## config.mk

```make
export PLATFORM = sky130hd
export DESIGN_NAME = sac_converter
export DESIGN_NICKNAME = d
export VERILOG_FILES = /design/src/sac_pkg.sv /design/src/sac_sync.sv /design/src/sac_sclk_gen.sv /design/src/sac_converter.sv
export SDC_FILE = /design/constraint.sdc
export NUM_CORES = 1
export LEC_CHECK = 0
export BUFFER_PORTS_ARGS = -buffer_cell sky130_fd_sc_hd__clkbuf_2
export CAP_MARGIN = 10
export CORE_ASPECT_RATIO = 1.4
export CORE_MARGIN = 2
export CORE_UTILIZATION = 45
export CTS_CLUSTER_DIAMETER = 120
export CTS_CLUSTER_SIZE = 30
export DETAILED_ROUTE_END_ITERATION = 6
export GPL_ROUTABILITY_DRIVEN = 0
export PLACE_DENSITY = 0.66
export RECOVER_POWER = 100
export REMOVE_ABC_BUFFERS = 1
export SETUP_SLACK_MARGIN = 0.5
export SYNTH_ARGS = -nofsm -noshare
export SYNTH_HDL_FRONTEND = slang
export SYNTH_HIERARCHICAL = 1
export SYNTH_SLANG_ARGS = --single-unit
export TNS_END_PERCENT = 20
```

## constraint.sdc

```tcl
create_clock -name clk -period 4.5 [get_ports clk]
set_clock_uncertainty 0.15 [all_clocks]
set_input_delay 0.9 -clock clk [delete_from_list [all_inputs] [get_ports clk]]
set_output_delay 0.9 -clock clk [all_outputs]
set_load 0.05 [all_outputs]
```

## src/sac_pkg.sv

```systemverilog
package sac_pkg;
   // Period of clk in nanoseconds; clk runs at 250 MHz.
   localparam int CLK_NS = 4;
   // Cycles from a start pin edge to the block acting on it (three-stage filter plus edge).
   localparam int SYNC_LAT = 4;
   // Width of the result word.
   localparam int RES_BITS = 16;
   // Width of the sequencing counters.
   localparam int CNT_W = 12;
   // Width of the serial clock phase counters.
   localparam int PH_W = 6;

   // Conversion time per speed mode in ns: fastest, normal, low power.
   localparam int CONV_NS [3] = '{750, 1000, 1250};
   // Start edge to frame strobe in read-during-convert, in ns.
   localparam int RDC_SYNC_NS [3] = '{25, 275, 525};
   // Result valid before busy falls, in ns.
   localparam int DATA_LEAD_NS = 45;
   // Frame strobe removal to busy low in read-after-convert, in ns.
   localparam int SYNC_TO_IDLE_NS = 25;
   // Serial clock figures per divider select, in ns.
   localparam int SCLK_PER_NS [4] = '{25, 50, 100, 200};
   localparam int SCLK_HIGH_NS [4] = '{12, 22, 50, 100};
   localparam int SCLK_LOW_NS [4] = '{7, 21, 49, 99};
   localparam int FIRST_EDGE_NS [4] = '{3, 17, 17, 17};
   localparam int LAST_EDGE_NS [4] = '{3, 60, 140, 300};

   // Converts a least time to cycles, rounding up, never below one.
   function automatic int ns_up(input int ns);
      return ((ns + CLK_NS - 1) / CLK_NS < 1) ? 1 : (ns + CLK_NS - 1) / CLK_NS;
   endfunction : ns_up

   // Converts a longest time to cycles, rounding down, never below one.
   function automatic int ns_dn(input int ns);
      return (ns / CLK_NS < 1) ? 1 : ns / CLK_NS;
   endfunction : ns_dn

   localparam int DATA_LEAD_CYC = ns_up(DATA_LEAD_NS);
   localparam int SYNC_TO_IDLE_CYC = ns_dn(SYNC_TO_IDLE_NS);

   // Maps the speed field to a table index; the spare code acts as low power.
   function automatic int spd_idx(input logic [1:0] spd);
      return (spd == 2'h3) ? 2 : int'(spd);
   endfunction : spd_idx

   // Counter value at which a conversion ends.
   function automatic logic [CNT_W-1:0] conv_end(input logic [1:0] spd);
      return CNT_W'(ns_dn(CONV_NS[spd_idx(spd)]) - SYNC_LAT);
   endfunction : conv_end

   // Counter value at which the result is latched.
   function automatic logic [CNT_W-1:0] latch_pt(input logic [1:0] spd);
      return CNT_W'(ns_dn(CONV_NS[spd_idx(spd)]) - SYNC_LAT - DATA_LEAD_CYC);
   endfunction : latch_pt

   // Counter value at which a read-during-convert frame opens.
   function automatic logic [CNT_W-1:0] rdc_pt(input logic [1:0] spd);
      int v;
      v = ns_dn(RDC_SYNC_NS[spd_idx(spd)]) - SYNC_LAT;
      return CNT_W'((v < 1) ? 1 : v);
   endfunction : rdc_pt

   // Low phase of the serial clock in cycles.
   function automatic logic [PH_W-1:0] sclk_low(input logic [1:0] d);
      return PH_W'(ns_up(SCLK_LOW_NS[d]));
   endfunction : sclk_low

   // High phase, stretched so that the whole period meets its minimum.
   function automatic logic [PH_W-1:0] sclk_high(input logic [1:0] d);
      int hi;
      hi = ns_up(SCLK_PER_NS[d]) - ns_up(SCLK_LOW_NS[d]);
      return PH_W'((hi > ns_up(SCLK_HIGH_NS[d])) ? hi : ns_up(SCLK_HIGH_NS[d]));
   endfunction : sclk_high

   // Frame strobe to first serial clock edge, in cycles.
   function automatic logic [CNT_W-1:0] lead_cyc(input logic [1:0] d);
      return CNT_W'(ns_up(FIRST_EDGE_NS[d]));
   endfunction : lead_cyc

   // Last serial clock edge to frame strobe removal, in cycles.
   function automatic logic [CNT_W-1:0] trail_cyc(input logic [1:0] d);
      return CNT_W'(ns_up(LAST_EDGE_NS[d]));
   endfunction : trail_cyc

   // Output port modes.
   typedef enum logic [1:0] {
      PORT_PARALLEL = 2'b00,
      PORT_SER_RDC = 2'b01,
      PORT_SER_RAC = 2'b10,
      PORT_SER_SLAVE = 2'b11
   } sac_port_t;

   // Master serial frame states.
   typedef enum logic [2:0] {
      SER_IDLE = 3'b000,
      SER_LEAD = 3'b001,
      SER_SHIFT = 3'b010,
      SER_TRAIL = 3'b011,
      SER_TAIL = 3'b100
   } sac_ser_t;

   // Register byte offsets and fields.
   localparam logic [3:0] REG_CTRL = 4'h0;
   localparam logic [3:0] REG_STATUS = 4'h4;
   localparam logic [3:0] REG_RESULT = 4'h8;
   localparam int CTRL_SPD_LSB = 0;
   localparam int CTRL_DIV_LSB = 2;
   localparam int CTRL_PORT_LSB = 4;
   localparam logic [5:0] CTRL_RESET = 6'h00;
   localparam int ST_BUSY = 0;
   localparam int ST_FRAME = 1;
   localparam int ST_DONE = 2;
   localparam int ST_EARLY = 3;
   localparam logic [1:0] RESP_OKAY = 2'h0;
   localparam logic [1:0] RESP_SLVERR = 2'h2;
endpackage : sac_pkg

```

## src/sac_sync.sv

```systemverilog
module sac_sync #(
   parameter logic RESET_LEVEL = 1'b0
) (
   input wire logic clk,
   input wire logic rst_b,
   input wire logic pin,
   output logic level
);
   // Three sampling stages; the first is read only by the second.
   logic [2:0] stage;

   // Shifts the pin through the stages.
   always_ff @(posedge clk or negedge rst_b) begin
      if (!rst_b) begin
         stage <= {3{RESET_LEVEL}};
      end else begin
         stage <= {stage[1:0], pin};
      end
   end

   // Accepts a change only once the second and third stages agree.
   always_ff @(posedge clk or negedge rst_b) begin
      if (!rst_b) begin
         level <= RESET_LEVEL;
      end else if (stage[1] == stage[2]) begin
         level <= stage[2];
      end
   end
endmodule : sac_sync

```

## src/sac_sclk_gen.sv

```systemverilog
module sac_sclk_gen
   import sac_pkg::*;
(
   input wire logic clk,
   input wire logic rst_b,
   input wire logic run,
   input wire logic [PH_W-1:0] low_cyc,
   input wire logic [PH_W-1:0] high_cyc,
   output logic sclk,
   output logic fall
);
   // Cycles spent in the current phase.
   logic [PH_W-1:0] cnt;

   // Announces a falling edge one cycle ahead.
   assign fall = run && sclk && (cnt == high_cyc - 1'b1);

   // Runs low then high phases while enabled; rests low otherwise.
   always_ff @(posedge clk or negedge rst_b) begin
      if (!rst_b) begin
         cnt <= '0;
         sclk <= 1'b0;
      end else if (!run) begin
         cnt <= '0;
         sclk <= 1'b0;
      end else if (cnt == (sclk ? high_cyc : low_cyc) - 1'b1) begin
         cnt <= '0;
         sclk <= ~sclk;
      end else begin
         cnt <= cnt + 1'b1;
      end
   end
endmodule : sac_sclk_gen

```

## src/sac_converter.sv

```systemverilog
// The AXI4-Lite interface to the registers and the register offsets are this design's own decisions.
module sac_converter
   import sac_pkg::*;
(
   input wire logic clk,
   input wire logic rst_b,
   input wire logic [3:0] awaddr,
   input wire logic awvalid,
   output logic awready,
   input wire logic [31:0] wdata,
   input wire logic [3:0] wstrb,
   input wire logic wvalid,
   output logic wready,
   output logic [1:0] bresp,
   output logic bvalid,
   input wire logic bready,
   input wire logic [3:0] araddr,
   input wire logic arvalid,
   output logic arready,
   output logic [31:0] rdata,
   output logic [1:0] rresp,
   output logic rvalid,
   input wire logic rready,
   input wire logic convert_start_n,
   input wire logic cs_b,
   input wire logic rd_b,
   input wire logic ext_sclk,
   input wire logic chain_data_in,
   input wire logic [RES_BITS-1:0] sample_code,
   output logic busy,
   output logic [RES_BITS-1:0] par_data,
   output logic par_data_oe_b,
   output logic frame_sync,
   output logic frame_sync_oe_b,
   output logic sclk_out,
   output logic sclk_oe_b,
   output logic serial_result_out,
   output logic serial_result_oe_b
);
   // Filtered pin levels and their previous values.
   logic cnv_lvl, cnv_prev, cs_lvl, esclk_lvl, esclk_prev, chain_lvl;
   // Control fields: speed mode, clock divider select, port mode.
   logic [1:0] speed, clock_divider_select;
   sac_port_t port;
   // Conversion sequencing.
   logic conv_run, start_evt, conv_done, rdc_go, rac_go, tail_end;
   logic [CNT_W-1:0] conv_cnt;
   // Sticky status flags.
   logic done_flag, early_flag;
   // Master serial frame state.
   sac_ser_t ser_state;
   logic [CNT_W-1:0] ph_cnt;
   logic [4:0] bit_cnt;
   logic rac_frame, sclk_fall, esclk_fall;
   logic [1:0] m_div;
   // Output shift register shared by master and slave modes.
   logic [RES_BITS-1:0] sh;
   // Register bus holding state.
   logic aw_got, w_got, wr_do;
   logic [3:0] aw_addr;
   logic [31:0] w_data;
   logic [3:0] w_strb;

   sac_sync #(.RESET_LEVEL(1'b1)) u_cnv_sync (.clk(clk), .rst_b(rst_b),
      .pin(convert_start_n), .level(cnv_lvl));
   sac_sync #(.RESET_LEVEL(1'b1)) u_cs_sync (.clk(clk), .rst_b(rst_b),
      .pin(cs_b), .level(cs_lvl));
   sac_sync #(.RESET_LEVEL(1'b0)) u_esclk_sync (.clk(clk), .rst_b(rst_b),
      .pin(ext_sclk), .level(esclk_lvl));
   sac_sync #(.RESET_LEVEL(1'b0)) u_chain_sync (.clk(clk), .rst_b(rst_b),
      .pin(chain_data_in), .level(chain_lvl));

   // Read-during-convert always runs at the fastest divider timing.
   assign m_div = (port == PORT_SER_RAC) ? clock_divider_select : 2'h0;

   sac_sclk_gen u_sclk (.clk(clk), .rst_b(rst_b), .run(ser_state == SER_SHIFT),
      .low_cyc(sclk_low(m_div)), .high_cyc(sclk_high(m_div)), .sclk(sclk_out),
      .fall(sclk_fall));

   // Event decodes.
   assign start_evt = cnv_prev && !cnv_lvl;
   assign esclk_fall = esclk_prev && !esclk_lvl;
   assign conv_done = conv_run && (conv_cnt == conv_end(speed));
   assign rdc_go = (port == PORT_SER_RDC) && conv_run && (conv_cnt == rdc_pt(speed))
      && (ser_state == SER_IDLE);
   assign rac_go = (port == PORT_SER_RAC) && conv_done;
   assign tail_end = (ser_state == SER_TAIL) && (ph_cnt == CNT_W'(SYNC_TO_IDLE_CYC - 1));

   // Pin-facing enables act straight from the pins so the drive turns quickly.
   assign par_data_oe_b = cs_b || rd_b || (port != PORT_PARALLEL);
   assign frame_sync_oe_b = cs_b || !(port == PORT_SER_RDC || port == PORT_SER_RAC);
   assign sclk_oe_b = frame_sync_oe_b;
   assign serial_result_oe_b = cs_b || (port == PORT_PARALLEL);
   assign serial_result_out = sh[RES_BITS-1];

   // Keeps previous pin levels for edge detection.
   always_ff @(posedge clk or negedge rst_b) begin
      if (!rst_b) begin
         cnv_prev <= 1'b1;
         esclk_prev <= 1'b0;
      end else begin
         cnv_prev <= cnv_lvl;
         esclk_prev <= esclk_lvl;
      end
   end

   // Conversion counter; a start while busy is ignored. Conversion timing is counted here, frame timing in ph_cnt.
   always_ff @(posedge clk or negedge rst_b) begin
      if (!rst_b) begin
         conv_run <= 1'b0;
         conv_cnt <= '0;
      end else if (start_evt && !busy) begin
         conv_run <= 1'b1;
         conv_cnt <= CNT_W'(1);
      end else if (conv_done) begin
         conv_run <= 1'b0;
      end else if (conv_run) begin
         conv_cnt <= conv_cnt + 1'b1;
      end
   end

   // Busy rises right after start and falls at conversion or readout end.
   always_ff @(posedge clk or negedge rst_b) begin
      if (!rst_b) begin
         busy <= 1'b0;
      end else if (start_evt && !busy) begin
         busy <= 1'b1;
      end else if (conv_done && port != PORT_SER_RAC) begin
         busy <= 1'b0;
      end else if (tail_end && rac_frame) begin
         busy <= 1'b0;
      end
   end

   // Latches the result a fixed lead ahead of the conversion end.
   always_ff @(posedge clk or negedge rst_b) begin
      if (!rst_b) begin
         par_data <= '0;
      end else if (conv_run && conv_cnt == latch_pt(speed)) begin
         par_data <= sample_code;
      end
   end

   // Sticky flags; a new event wins over a clear in the same cycle.
   always_ff @(posedge clk or negedge rst_b) begin
      if (!rst_b) begin
         done_flag <= 1'b0;
         early_flag <= 1'b0;
      end else begin
         if (conv_done) begin
            done_flag <= 1'b1;
         end else if (wr_do && aw_addr[3:2] == REG_STATUS[3:2] && w_strb[0]
            && w_data[ST_DONE]) begin
            done_flag <= 1'b0;
         end
         if (start_evt && busy) begin
            early_flag <= 1'b1;
         end else if (wr_do && aw_addr[3:2] == REG_STATUS[3:2] && w_strb[0]
            && w_data[ST_EARLY]) begin
            early_flag <= 1'b0;
         end
      end
   end

   // Master serial frame sequencer.
   always_ff @(posedge clk or negedge rst_b) begin
      if (!rst_b) begin
         ser_state <= SER_IDLE;
         ph_cnt <= '0;
         bit_cnt <= '0;
         frame_sync <= 1'b0;
         rac_frame <= 1'b0;
      end else begin
         case (ser_state)
            SER_IDLE: begin
               if (rdc_go || rac_go) begin
                  ser_state <= SER_LEAD;
                  frame_sync <= 1'b1;
                  rac_frame <= rac_go;
                  ph_cnt <= '0;
                  bit_cnt <= '0;
               end
            end
            SER_LEAD: begin
               if (ph_cnt == lead_cyc(m_div) - 1'b1) begin
                  ser_state <= SER_SHIFT;
                  ph_cnt <= '0;
               end else begin
                  ph_cnt <= ph_cnt + 1'b1;
               end
            end
            SER_SHIFT: begin
               if (sclk_fall) begin
                  bit_cnt <= bit_cnt + 1'b1;
                  if (bit_cnt == 5'(RES_BITS - 1)) begin
                     ser_state <= SER_TRAIL;
                  end
               end
            end
            SER_TRAIL: begin
               if (ph_cnt == trail_cyc(m_div) - 1'b1) begin
                  ser_state <= SER_TAIL;
                  frame_sync <= 1'b0;
                  ph_cnt <= '0;
               end else begin
                  ph_cnt <= ph_cnt + 1'b1;
               end
            end
            SER_TAIL: begin
               if (tail_end) begin
                  ser_state <= SER_IDLE;
                  rac_frame <= 1'b0;
               end else begin
                  ph_cnt <= ph_cnt + 1'b1;
               end
            end
            default: begin
               ser_state <= SER_IDLE;
            end
         endcase
      end
   end

   // Shift register: loaded at frame open or conversion end, shifted per edge.
   always_ff @(posedge clk or negedge rst_b) begin
      if (!rst_b) begin
         sh <= '0;
      end else if (rdc_go || rac_go) begin
         sh <= par_data;
      end else if (port == PORT_SER_SLAVE && conv_done) begin
         sh <= par_data;
      end else if (ser_state == SER_SHIFT && sclk_fall) begin
         sh <= {sh[RES_BITS-2:0], 1'b0};
      end else if (port == PORT_SER_SLAVE && esclk_fall && !cs_lvl) begin
         sh <= {sh[RES_BITS-2:0], chain_lvl};
      end
   end

   // Control register; the host keeps it still during activity.
   always_ff @(posedge clk or negedge rst_b) begin
      if (!rst_b) begin
         speed <= CTRL_RESET[CTRL_SPD_LSB +: 2];
         clock_divider_select <= CTRL_RESET[CTRL_DIV_LSB +: 2];
         port <= sac_port_t'(CTRL_RESET[CTRL_PORT_LSB +: 2]);
      end else if (wr_do && aw_addr[3:2] == REG_CTRL[3:2] && w_strb[0]) begin
         speed <= w_data[CTRL_SPD_LSB +: 2];
         clock_divider_select <= w_data[CTRL_DIV_LSB +: 2];
         port <= sac_port_t'(w_data[CTRL_PORT_LSB +: 2]);
      end
   end

   // Write channel: address and data taken in either order, answered after both.
   assign awready = !aw_got && !bvalid;
   assign wready = !w_got && !bvalid;
   assign wr_do = aw_got && w_got;
   always_ff @(posedge clk or negedge rst_b) begin
      if (!rst_b) begin
         aw_got <= 1'b0;
         w_got <= 1'b0;
         aw_addr <= '0;
         w_data <= '0;
         w_strb <= '0;
         bvalid <= 1'b0;
         bresp <= RESP_OKAY;
      end else begin
         if (awvalid && awready) begin
            aw_got <= 1'b1;
            aw_addr <= awaddr;
         end
         if (wvalid && wready) begin
            w_got <= 1'b1;
            w_data <= wdata;
            w_strb <= wstrb;
         end
         if (wr_do) begin
            aw_got <= 1'b0;
            w_got <= 1'b0;
            bvalid <= 1'b1;
            bresp <= (aw_addr[3:2] == REG_CTRL[3:2] || aw_addr[3:2] == REG_STATUS[3:2])
               ? RESP_OKAY : RESP_SLVERR;
         end else if (bvalid && bready) begin
            bvalid <= 1'b0;
         end
      end
   end

   // Read channel: data registered the cycle after the address is taken.
   assign arready = !rvalid;
   always_ff @(posedge clk or negedge rst_b) begin
      if (!rst_b) begin
         rvalid <= 1'b0;
         rdata <= '0;
         rresp <= RESP_OKAY;
      end else if (arvalid && arready) begin
         rvalid <= 1'b1;
         rresp <= RESP_OKAY;
         case (araddr[3:2])
            REG_CTRL[3:2]: rdata <= {26'h0, port, clock_divider_select, speed};
            REG_STATUS[3:2]: rdata <= {28'h0, early_flag, done_flag, frame_sync, busy};
            REG_RESULT[3:2]: rdata <= {16'h0, par_data};
            default: begin
               rdata <= '0;
               rresp <= RESP_SLVERR;
            end
         endcase
      end else if (rvalid && rready) begin
         rvalid <= 1'b0;
      end
   end

   // Cycle counters read only by the checks below.
   logic [CNT_W-1:0] busy_len, frame_len, per_len, fall_len;
   logic sclk_d, seen_rise;
   always_ff @(posedge clk or negedge rst_b) begin
      if (!rst_b) begin
         busy_len <= '0;
         frame_len <= '0;
         per_len <= '0;
         fall_len <= '0;
         sclk_d <= 1'b0;
         seen_rise <= 1'b0;
      end else begin
         busy_len <= busy ? busy_len + 1'b1 : '0;
         frame_len <= frame_sync ? frame_len + 1'b1 : '0;
         per_len <= (sclk_out && !sclk_d) ? CNT_W'(1) : per_len + 1'b1;
         fall_len <= (!sclk_out && sclk_d) ? CNT_W'(1) : fall_len + 1'b1;
         sclk_d <= sclk_out;
         seen_rise <= frame_sync && (seen_rise || sclk_out);
      end
   end

   property p_busy_rise;
      @(posedge clk) disable iff (!rst_b) start_evt && !busy |=> busy && conv_cnt == 1;
   endproperty
   a_busy_rise: assert property (p_busy_rise) else $error("busy late after start");
   property p_early;
      @(posedge clk) disable iff (!rst_b) start_evt && busy |=> early_flag;
   endproperty
   a_early: assert property (p_early) else $error("early start not flagged");
   property p_busy_max;
      @(posedge clk) disable iff (!rst_b)
         busy && port != PORT_SER_RAC |-> busy_len < conv_end(speed);
   endproperty
   a_busy_max: assert property (p_busy_max) else $error("busy held too long");
   property p_data_lead;
      @(posedge clk) disable iff (!rst_b) $fell(busy) && port == PORT_PARALLEL
         |-> par_data == $past(par_data, 11);
   endproperty
   a_data_lead: assert property (p_data_lead) else $error("result changed near busy fall");
   property p_rdc_sync;
      @(posedge clk) disable iff (!rst_b) rdc_go |=> frame_sync && ser_state == SER_LEAD;
   endproperty
   a_rdc_sync: assert property (p_rdc_sync) else $error("frame missed in read during");
   property p_rac_sync;
      @(posedge clk) disable iff (!rst_b) $rose(frame_sync) && rac_frame |-> !conv_run && busy;
   endproperty
   a_rac_sync: assert property (p_rac_sync) else $error("frame before conversion end");
   property p_first_edge;
      @(posedge clk) disable iff (!rst_b) $rose(sclk_out) && !seen_rise
         |-> frame_len >= lead_cyc(m_div);
   endproperty
   a_first_edge: assert property (p_first_edge) else $error("first serial edge too soon");
   property p_period;
      @(posedge clk) disable iff (!rst_b) $rose(sclk_out) && seen_rise
         |-> per_len == CNT_W'(sclk_low(m_div)) + CNT_W'(sclk_high(m_div));
   endproperty
   a_period: assert property (p_period) else $error("serial clock period wrong");
   property p_trail;
      @(posedge clk) disable iff (!rst_b) $fell(frame_sync) |-> fall_len >= trail_cyc(m_div);
   endproperty
   a_trail: assert property (p_trail) else $error("frame removed too soon");
   property p_busy_tail;
      @(posedge clk) disable iff (!rst_b) $fell(frame_sync) && rac_frame |-> busy[*6] ##1 !busy;
   endproperty
   a_busy_tail: assert property (p_busy_tail) else $error("busy fall not after frame");
   property p_float;
      @(posedge clk) disable iff (!rst_b) cs_b |-> frame_sync_oe_b && serial_result_oe_b;
   endproperty
   a_float: assert property (p_float) else $error("serial pins driven while deselected");
   property p_slave_shift;
      @(posedge clk) disable iff (!rst_b) port == PORT_SER_SLAVE && esclk_fall && !cs_lvl
         && !conv_done |=> serial_result_out == $past(sh[RES_BITS-2]);
   endproperty
   a_slave_shift: assert property (p_slave_shift) else $error("slave bit not advanced");
endmodule : sac_converter

```

* Word level (Yosys, flattened, before mapping) *
Index checks and enable logic that the tools add are counted.

operators by class
  add/subtract/negate cells = 29
  $lt $le $gt $ge = 11
  equal/unequal tests = 34
  muxes and demuxes = 85
  bitwise operators = 10
  reductions and logical operators = 82

operator list
  cell                   number
  $mux 32                18
  $bmux 32 s2            7
  $lt 32x2->1 const B    8
  $add 32x1->32          7
  $add 32x4->32 const B  5
  $sub 32x2->32 const B  5
  $mux 12                11
  $mux 16                4
  $eq 12x12->1           5
  $pmux 12 s4            1
  $pmux 16 s3            1
  $logic_and 1x1->1      33
  $ge 32x3->1 const B    1
  $gt 32x32->1           1
  $not 2->32             1
  $sub 32x32->32         1
  $sub 32x4->32 const B  1
  $add 12x1->12 const B  2
  $mux 6                 4
  $reduce_bool 2->1      12
  $sub 12x1->12 const B  2
  $mux 1                 23
  $mux 3                 6
  $ne 2x2->1 const B     8
  other kinds (35)       84

storage, ports and cells
  register bits after elaboration = 152
  input bits = 72
  output and inout port bits = 65
  logic and storage cells = 288

* Depth between registers and ports, before layout *
Gate-level depths: netlist of run 1.

  word-level depth = 23
  gate-level depth with buffers = 17

* Hierarchy *
The synthesis of run 1 kept the hierarchy.

by module, submodules not included
  module                       instances  cells each  area an instance (µm²)
  sac_converter                1          539         5611.6
  sac_sclk_gen                 1          87          795.8
  sac_sync (u_cnv_sync ...)    2          5           116.4
  sac_sync (u_chain_sync ...)  2          5           111.4

* Worst setup path before layout of run 1 *
No wires, ideal clock.

  path type = reg2reg
  start = register port[0]
  end = register sh[15]
  library setup time = 0.124 ns
  data arrival time = 3.043 ns
  required time = 4.226 ns
  slack = 1.184 ns
  stages on the path, launching flop included = 14
  buffers on the path = 1
  clock period less this slack = 3.316 ns
  path through = dfrtp_1 > inv_1 > ha_1 > nand2_1 > inv_1 > ha_1 > xor2_1 > o32ai_1 > o2111a_1 > and2_1 > a31oi_2 > buf_4 > mux2i_1 > o21ai_1

between the ends
  word-level cells in the longest chain between the ends = 23
  elaborated cells on any way between the ends = 54
  those cells by class = add/sub (11); order compare (4); eq/ne (4); mux (17); bitwise (4); reduce/logical (14)

RTL lines
  item                                        line                          RTL
  from (decl)                                 sac_converter.sv:44           sac_port_t port;
  from (signal assigned)                      sac_converter.sv:244          port <= sac_port_t'(CTRL_RESET[CTRL_PORT_LSB +: 2]);
  from (signal assigned)                      sac_converter.sv:248          port <= sac_port_t'(w_data[CTRL_PORT_LSB +: 2]);
  $eq 2x2->1 *                                sac_converter.sv:74           assign m_div = (port == PORT_SER_RAC) ? clock_divider_select : 2'h0;
  $mux 2 *                                    sac_converter.sv:74
  $not 2->3 (not written as such) *           sac_pkg.sv:71, sac_pkg.sv:72
  $bmux 32 s2                                 sac_pkg.sv:71                 hi = ns_up(SCLK_PER_NS[d]) - ns_up(SCLK_LOW_NS[d]);
  $mux 32 (not written as such) (2 in a row)  sac_pkg.sv:71
  $add 32x4->32                               sac_pkg.sv:30                 return ((ns + CLK_NS - 1) / CLK_NS < 1) ? 1 : (ns + CLK_NS - 1) / CLK_NS;
  $sub 32x2->32                               sac_pkg.sv:30
  $reduce_or 2->1 (no source line)            n/a
  [... 7 more ...]                            n/a
  $sub 6x1->6 *                               sac_sclk_gen.sv:16            assign fall = run && sclk && (cnt == high_cyc - 1'b1);
  $eq 6x6->1 *                                sac_sclk_gen.sv:16
  $logic_and 1x1->1 *                         sac_sclk_gen.sv:16
  named net sclk_fall                         sac_converter.sv:54           logic rac_frame, sclk_fall, esclk_fall;
  $logic_and 1x1->1 *                         sac_converter.sv:232          end else if (ser_state == SER_SHIFT && sclk_fall) begin
  $mux 16                                     sac_converter.sv:232
  $mux 16                                     sac_converter.sv:230          end else if (port == PORT_SER_SLAVE && conv_done) begin
  $mux 16                                     sac_converter.sv:228          end else if (rdc_go || rac_go) begin
  to (signal assigned)                        sac_converter.sv:229          sh <= par_data;
  to (signal assigned)                        sac_converter.sv:231          sh <= par_data;
  to (signal assigned)                        sac_converter.sv:233          sh <= {sh[RES_BITS-2:0], 1'b0};
  to (decl)                                   sac_converter.sv:57           logic [RES_BITS-1:0] sh;

The timed path passes the listed nets; every way through them passes the cells marked *. The select of a mux whose other input is x is not followed.
A chain may end at the register's enable or synchronous reset.

* Worst setup path after layout of run 1 *
  start = register port[0]
  end = register u_sclk.cnt[4]

between the ends
  word-level cells in the longest chain between the ends = 21
  elaborated cells on any way between the ends = 41
  those cells by class = add/sub (11); order compare (4); eq/ne (2); mux (17); bitwise (4); reduce/logical (3)

RTL lines
  item                                     line                                         RTL
  $eq 2x2->1 *                             sac_converter.sv:74
  $mux 2 *                                 sac_converter.sv:74
  $not 2->3 (not written as such) *        sac_pkg.sv:65, sac_pkg.sv:71, sac_pkg.sv:72
  $bmux 32 s2 (on tied branches)           sac_pkg.sv:71, sac_pkg.sv:65
  $mux 32 (on tied branches) (2 in a row)  sac_pkg.sv:71, sac_pkg.sv:65
  $add 32x4->32                            sac_pkg.sv:30
  $sub 32x2->32                            sac_pkg.sv:30
  $reduce_or 2->1 (no source line)         n/a
  [... 4 more ...]                         n/a
  $sub 32x32->32                           sac_pkg.sv:71
  $gt 32x32->1                             sac_pkg.sv:72                                return PH_W'((hi > ns_up(SCLK_HIGH_NS[d])) ? hi : ns_up(SCLK_HIGH_NS[d]));
  $mux 6                                   sac_pkg.sv:72
  $mux 6 *                                 sac_sclk_gen.sv:26                           end else if (cnt == (sclk ? high_cyc : low_cyc) - 1'b1) begin
  $sub 6x1->6 *                            sac_sclk_gen.sv:26
  $eq 6x6->1 *                             sac_sclk_gen.sv:26
  $mux 6 *                                 sac_sclk_gen.sv:26
  $mux 6 *                                 sac_sclk_gen.sv:23                           end else if (!run) begin
  to (signal assigned)                     sac_sclk_gen.sv:30                           cnt <= cnt + 1'b1;
  to (decl)                                sac_sclk_gen.sv:13                           logic [PH_W-1:0] cnt;

Mark *: on every way between the ends. The rest lies on a longest branch, timed or not. The select of a mux whose other input is x is not followed.

==> results of run 1 <==
[how the worst max path moves through the flow]
stage,slack (ns),start,cells past startpoint,to
6_report,0.57,port[0],12,u_sclk/cnt[4]
3_3_place_gp,0.71,port[0],13,sh[3]
4_1_cts,0.62,port[0],13,sh[8]
2_1_floorplan,0.81,port[0],12,sh[0]
3_5_place_dp,0.64,port[0],13,sh[8]
5_1_grt,0.28,port[0],12,u_sclk/cnt[4]
[state kept, by name, summed over array words and instances, names as in the netlist, 5 cells and up]
name,count
par_data,16
rdata,16
sh,16
conv_cnt,12
ph_cnt,12
u_sclk/cnt,6
w_data,6
bit_cnt,5
[logic make-up (layout without fill, tap and decap cells)]
logic type / count (synthesis) / in the layout
adders and majority gates: 25 / 25
muxes: 62 / 62
xor gates and xnor gates: 40 / 40
and+or+nand+nor: 203 / 203
other: 2 / 25
AOI/OAI and AO/OA: 115 / 115
DFF: 132 / 132
buffers and inverters: 67 / 141
[power by group]
part	leakage (nW)	total [W]	internal (W)	switching, W
clock network	0.270	0.00133	0.000777	0.000556
logic	1.57	0.00128	0.000435	0.000843
registers	1.61	0.00170	0.00143	0.000261
[metrics by stage]
stage | hold WS (ns) | cell area, sq um
4_1_cts | 0.206 | 7920
6_report | 0.211 | 7800
3_3_place_gp | 0.193 | 7350
5_1_grt | 0.217 | 7800
3_5_place_dp | 0.197 | 7350
2_1_floorplan | 0.181 | 6640
[cell usage after synthesis, types with 6 or more instances]
master	count	area, sq um
o21ai_1	9	45.0
xor2_1	17	149
nor3_1	12	60.1
ha_1	21	263
nand2_1	70	263
a21oi_1	15	75.1
dfrtp_1	123	3080
or3_1	8	50.1
buf_4	23	173
dfstp_2	9	236
xnor2_1	22	193
a21o_1	8	60.1
mux2_2	23	259
buf_2	9	45.0
nand2b_1	11	68.8
a22o_1	20	175
clkbuf_1	11	41.3
mux2i_1	32	320
nand4_1	10	62.6
nor4_1	6	37.5
nor2_1	37	139
inv_1	19	71.3
o21ai_0	41	205
nand3_1	13	65.1
[layer usage]
layer,vias to the layer above,track usage
li1,2396,-
met1,2405,0.216
met2,101,0.318
met3,21,0.0416
met4,0,0.0737
met5,-,0
[final cells by class]
type | count | area (sq um) | area share
Sequential cell | 132 | 3310 | 0.425
Multi-Input combinational cell | 470 | 3210 | 0.411
Clock buffer | 18 | 429 | 0.0550
Timing Repair Buffer | 90 | 389 | 0.0499
Tap cell | 192 | 240 | 0.0308
Clock inverter | 14 | 143 | 0.0183
Inverter | 19 | 75.1 | 0.00962
==> impl_metrics.json, run 1 <==
{
  "final_cell_mix": "dfrtp_1, nand2_1, clkbuf_1",
  "drt-met1-wl_mm": 5.99,
  "ctsHoldBuffers": 0,
  "vias_per_cell": 5.27,
  "ir_drop_uv": 279,
  "maxSlewViolCount": 103,
  "grt-ovfl-total": 0,
  "cp-start-kind": "flop",
  "cp-end-kind": "flop",
  "ys_types": 69,
  "synth_top_family_by_area": "simple AND/OR/NAND/NOR gates",
  "avgSynthCellArea_sq_um": 10.6,
  "drc": 0,
  "worstPathCellList": "inv_1 > ha_1 > nand2_1 > clkinvlp_4 > ha_1 > nand4_1 > nor2_1 > mux2i_1 > xnor2_1 > xnor2_1 > o41ai_1 > nor2_1",
  "core_sq_um": 15000,
  "hold_class": "flop to flop",
  "final_core_util": 0.520,
  "critPathSlowestCell": "o41ai_1",
  "routed_wirelength_mm": 14.4,
  "violations": "capacitance limit, slew limit",
  "fillers": 1363,
  "num_rows": 53,
  "yosys.area_share.xor_xnor": 0.0521,
  "area_growth_pct": 13.7,
  "drive_above_1_share": 0.152,
  "reg2reg_depth": 12,
  "path_max_fanout": 15,
  "die_height_microns": 150,
  "via_count": 4923,
  "grt_max_degree": 103,
  "timing.setup.tns_ns": 0,
  "max_freq_ghz": 0.255,
  "io_pins": 137,
  "dr.pass1.iters": 5,
  "post-dp-hpwl_mm": 10.2,
  "grt_pass1_wl_mm": 23.3,
  "hold_viol_final": 0,
  "cts_setup_buffers": 0,
  "fin_crit_sh": 0.872,
  "drt-initial-drc-count": 221,
  "top_layer": "met4",
  "root_buffer": "clkbuf_16",
  "relSlewSlack": -0.657,
  "layout.nets": 823,
  "cts_tree": "built",
  "path_buf_inv": 2,
  "synth_fa_ha_area_frac": 0.0448,
  "worst_pin_slew_ns": 2.49,
  "min_to": "u_cnv_sync/stage[1]",
  "synthCells": 646,
  "async_flop_share": 1.00,
  "clk_path_buf_depth": 2,
  "syn-cell-area_sq_um": 6860,
  "die_w_microns": 108,
  "ctsResizeCount": 0,
  "criticalPathCategory": "flop to flop",
  "antenna_found_initial": 0,
  "fin_ws_ns": 0.574,
  "timing.rr.start": "port[0]",
  "cp_top_family": "compound AO/OA/AOI/OAI gates",
  "synth-seq-cells": 132,
  "finalSetupViolCount": 0,
  "die_area_sq_um": 16300,
  "grt_pass1_vias": 4823,
  "synthSimpleGateAreaFrac": 0.152,
  "clock_latency_ns": 0.42,
  "rsz0062_at_grt": "no",
  "path_clk_slew_ns": 0.06,
  "start_util": 0.458,
  "p_leak_nw": 3.46,
  "instances_no_fill": 935,
  "postRouteAntennaNets": 0,
  "slowest_delay_ns": 1.00,
  "outcome": "complete, but fails checks",
  "io_buffers": 85,
  "synth_top_flop_cell": "dfrtp_1",
  "ys_seq_area_frac": 0.483,
  "wl_met3_microns": 456,
  "htree_num_levels": 4,
  "crit_arrival_ns": 4.02,
  "synth_edf_count": 0,
  "track_usage": 0.182,
  "worstReg2RegEnd": "u_sclk/cnt[4]",
  "min_delay_path_depth": 0,
  "finalPower_w": 0.00431,
  "pwr_density_cell_nw_per_um2": 552,
  "cts_buffers": 17,
  "cp.required_ns": 4.60,
  "worstHoldStart": "u_cnv_sync/stage[0]",
  "cts.sinks": 132,
  "layout_commonest_cell": "dfrtp_1",
  "wire_per_inst_microns": 15.4,
  "place_ws_ns": 0.640,
  "fin_crit_ns": 3.93,
  "reg2reg_slack_ns": 0.57,
  "dp_cells": 902,
  "routed-wl-met2_mm": 7.70,
  "synth.area.mux_share": 0.0979,
  "yosys_warnings": 6,
  "synth_compound_area_frac": 0.114,
  "diodes": 0,
  "cap_violations": 1
}
No activity file was read; power rests on OpenSTA's default activity.
==> inputs of run 2 (changes only) <==
Settings changed: CORE_UTILIZATION 45 to 39, PLACE_DENSITY 0.66 to 0.59.
==> impl_metrics.json, run 2 (same netlist as run 1, synthesis figures left out) <==
{
  "outcome": "complete, but fails checks",
  "violations": "capacitance limit, slew limit",
  "io_buffers": 85,
  "wire_per_inst_microns": 14.9,
  "layout.nets": 826,
  "track_usage": 0.164,
  "regArea_sq_um": 3310,
  "hold_class": "flop to flop",
  "drc": 0,
  "die_w_microns": 116,
  "ctsHoldBuffers": 0,
  "critPathSlowestCell": "dfrtp_1",
  "max_freq_ghz": 0.257,
  "finalSetupViolCount": 0,
  "path_max_fanout": 16,
  "grt_pass1_vias": 4946,
  "grt_pass1_wl_mm": 24.5,
  "cts_tree": "built",
  "worst_pin_slew_ns": 1.65,
  "post-dp-hpwl_mm": 10.4,
  "dr.pass1.iters": 4,
  "fin_ws_ns": 0.616,
  "start_util": 0.396,
  "drt-initial-drc-count": 318,
  "fin_area_sq_um": 7870,
  "path_clk_slew_ns": 0.06,
  "core_sq_um": 17300,
  "final_cell_mix": "dfrtp_1, nand2_1, clkbuf_1",
  "hold_viol_final": 0,
  "timing.rr.start": "port[0]",
  "root_buffer": "clkbuf_16",
  "instances_no_fill": 981,
  "pwr_density_cell_nw_per_um2": 544,
  "worstPathCellList": "inv_1 > ha_1 > nand2_1 > inv_1 > ha_1 > inv_1 > ha_1 > xnor2_1 > nor4_1 > o2111a_1 > and2_0 > a31oi_2 > buf_4 > mux2i_1 > o21ai_0",
  "place_ws_ns": 0.583,
  "startpoint": "port[0]",
  "ir_drop_uv": 468,
  "multi_input_area_sq_um": 3210,
  "cp-start-kind": "flop",
  "cts_buffers": 17,
  "drive_above_1_share": 0.157,
  "cp_top_family": "adder cells",
  "io_pins": 137,
  "via_count": 4999,
  "vias_per_cell": 5.10,
  "cp-end-kind": "flop",
  "layout_commonest_cell": "dfrtp_1",
  "cap_violations": 2,
  "die_height_microns": 161,
  "reg2reg_slack_ns": 0.62,
  "worstHoldStart": "u_cs_sync/stage[0]",
  "area_growth_pct": 14.6,
  "path_buf_inv": 4,
  "fillers": 1681,
  "criticalPathCategory": "flop to flop",
  "relSlewSlack": -0.101,
  "rsz0062_at_grt": "no",
  "antenna_found_initial": 0,
  "clock_latency_ns": 0.42,
  "p_leak_nw": 3.46,
  "place_area_sq_um": 7420,
  "routed_wirelength_mm": 14.6,
  "final_core_util": 0.454,
  "postRouteAntennaNets": 0,
  "timing.setup.tns_ns": 0,
  "clk_path_buf_depth": 2,
  "crit_arrival_ns": 4.05,
  "dp_cells": 948,
  "reg.largest.list": "par_data (16), rdata (16), sh (16)",
  "maxSlewViolCount": 135,
  "num_rows": 57,
  "fin_crit_sh": 0.863,
  "grt-ovfl-total": 0,
  "htree_num_levels": 4,
  "die_area_sq_um": 18700,
  "fin_crit_ns": 3.88,
  "cts.sinks": 132,
  "grt_max_degree": 71,
  "slowest_delay_ns": 0.41,
  "diodes": 0,
  "cp.required_ns": 4.66
}
[run 2: cell types whose count changed in the layout (fill, tap and decap cells not counted), sizes merged]
cell      change
inv           -5
clkbuf        +1
clkinvlp      +1
buf           +4
clkinv        +1
[run 2: what timing repair did]
| action | 4_1_cts | 5_1_grt |
|---|---|---|
| gates resized for setup | 0 | 3 |
| endpoints found under the setup margin | 0 | 16 |
| buffers inserted | 0 | 2 |
[run 2: path summary, 6_finish.rpt]
kind / end / cells after the start
max in group asynchronous: par_data[0] / 2
worst max register to register: sh[0] / 15
worst min register to register: u_cs_sync/stage[1] / 0
min in group asynchronous: w_strb[0] / 1
worst max-delay path: sh[0] / 15
worst min-delay path: u_cs_sync/stage[1] / 0
[run 2: layer usage]
metal  track usage  wire length (microns)
met1         0.200                   6160
met5             0                      0
met3        0.0336                    458
met4        0.0574                    233
met2         0.283                   7710
[run 2: final cells by class]
cell class / count / share of cell area
clock buffers: 20 / 0.0580
clock inverters: 11 / 0.0132
inverters: 19 / 0.00954
multi-input cells: 470 / 0.408
flip-flops and latches: 132 / 0.421
well taps: 236 / 0.0375
repair buffers: 93 / 0.0528
[run 2: where the power goes]
part	internal (W)	switching, W	leakage, nW
sequential	0.00144	0.000262	1.61
combinational	0.000438	0.000835	1.59
clock	0.000787	0.000522	0.261
[run 2: metrics by stage]
stage	total power [W]	hold WS, ns
6_report	0.00428	0.210
5_1_grt	0.00453	0.211
4_1_cts	0.00439	0.205
3_5_place_dp	0.00306	0.194
3_3_place_gp	0.00301	0.197
2_1_floorplan	0.00268	0.181
==> inputs of run 3 (changes only) <==
Settings changed: RECOVER_POWER 100 to 25.
==> impl_metrics.json, run 3 (same netlist as run 1, synthesis figures left out) <==
{
  "min_delay_path_depth": 0,
  "crit_arrival_ns": 3.79,
  "final_core_util": 0.462,
  "maxSlewViolCount": 63,
  "start_util": 0.396,
  "die_height_microns": 161,
  "place_ws_ns": 0.583,
  "drc": 0,
  "wire_per_inst_microns": 14.8,
  "cts.sinks": 132,
  "grt_pass1_wl_mm": 24.5,
  "fin_ws_ns": 0.868,
  "layout_commonest_cell": "dfrtp_1",
  "pwr_density_cell_nw_per_um2": 543,
  "io_pins": 137,
  "diodes": 0,
  "holdWs_ns": 0.210,
  "ir_drop_uv": 469,
  "track_usage": 0.164,
  "relSlewSlack": -0.0808,
  "cts_tree": "built",
  "rsz0062_at_grt": "no",
  "outcome": "complete, but fails checks",
  "hold_viol_final": 0,
  "reg2reg_slack_ns": 0.87,
  "post-dp-hpwl_mm": 10.4,
  "cp-end-kind": "flop",
  "criticalPathCategory": "flop to flop",
  "p_leak_nw": 3.63,
  "dp_cells": 948,
  "reg.largest.list": "par_data (16), rdata (16), sh (16)",
  "clock_latency_ns": 0.42,
  "cap_violations": 1,
  "path_clk_slew_ns": 0.06,
  "die_area_sq_um": 18700,
  "core_sq_um": 17300,
  "io_buffers": 85,
  "die_w_microns": 116,
  "dr.pass1.iters": 5,
  "area_growth_pct": 16.6,
  "grt-ovfl-total": 0,
  "via_count": 4980,
  "layout.nets": 826,
  "cts_buffers": 17,
  "cp-start-kind": "flop",
  "root_buffer": "clkbuf_16",
  "cp.required_ns": 4.66,
  "vias_per_cell": 5.08,
  "num_rows": 57,
  "fin_crit_sh": 0.807,
  "path_max_fanout": 16,
  "timing.setup.tns_ns": 0,
  "worst_pin_slew_ns": 1.62,
  "grt_max_degree": 71,
  "htree_num_levels": 4,
  "instances_no_fill": 981,
  "finalSetupViolCount": 0,
  "antenna_found_initial": 0,
  "drive_above_1_share": 0.235,
  "reg2reg_depth": 15,
  "final_cell_mix": "dfrtp_1, clkbuf_2, nand2_1",
  "postRouteAntennaNets": 0,
  "hold_class": "flop to flop",
  "drt-initial-drc-count": 348,
  "fin_crit_ns": 3.63,
  "clk_path_buf_depth": 2,
  "max_freq_ghz": 0.275,
  "routed_wirelength_mm": 14.5,
  "violations": "capacitance limit, slew limit",
  "grt_pass1_vias": 4946
}
## run 3: cell count changes in the layout (fill, tap and decap cells not counted), moves of 2 or more
cell	previous run	this run
o21ai_0	49	41
clkbuf_2	38	84
clkbuf_1	51	2
o21ai_1	2	9
buf_4	5	7
## run 3: power breakdown
| part | total, W | switching [W] | internal (W) | leakage, nW |
|---|---|---|---|---|
| clock | 0.00131 | 0.000521 | 0.000787 | 0.261 |
| sequential | 0.00170 | 0.000265 | 0.00144 | 1.61 |
| combinational | 0.00134 | 0.000855 | 0.000480 | 1.76 |
## run 3: layout make-up
class                   instances  area, sq um
inverters                      19         75.1
well taps                     236          295
clock inverters                11          104
flip-flops and latches        132         3310
fillers                      1642         9330
clock buffers                  20          457
multi-input cells             470         3260
repair buffers                 93          497
## run 3: final timing paths
| path | startpoint | end |
|---|---|---|
| max in group asynchronous | rst_b | u_cs_sync/stage[2] |
| hold reg to reg | u_cs_sync/stage[0] | u_cs_sync/stage[1] |
| min in group asynchronous | rst_b | w_strb[0] |
| hold / removal | u_cs_sync/stage[0] | u_cs_sync/stage[1] |
| setup reg to reg | port[0] | sh[0] |
| setup / recovery | port[0] | sh[0] |
## run 3: metal layers
metal | track usage | wire length, microns | vias up
met5 | 0 | 0 | -
met4 | 0.0574 | 238 | 0
met3 | 0.0336 | 408 | 21
met2 | 0.283 | 7700 | 84
met1 | 0.200 | 6150 | 2471
li1 | - | - | 2404
## run 3: through the flow
stage	area, sq um	total power, W
final	8000	0.00434
after global routing	8000	0.00460
after CTS	7990	0.00439
after detailed placement	7420	0.00306
after global placement	7420	0.00301
after floorplan	6640	0.00268
## run 3: what timing repair did
action / 4_1_cts / 5_1_grt
setup endpoints to repair: 0 / 16
gates resized for setup: 0 / 3
buffers inserted: 0 / 2
hold buffers: 0 / 0
## run 3: worst max-delay path: stages, from the launching register on
cell      delay [ns]
dfrtp_1         0.41
inv_1           0.11
ha_2            0.30
nand2_1         0.21
inv_1           0.17
ha_1            0.28
inv_1           0.07
ha_1            0.28
xnor2_1         0.13
nor4_1          0.25
o2111a_1        0.29
and2_2          0.23
a31oi_2         0.05
buf_4           0.23
mux2i_1         0.15
o21ai_0         0.22
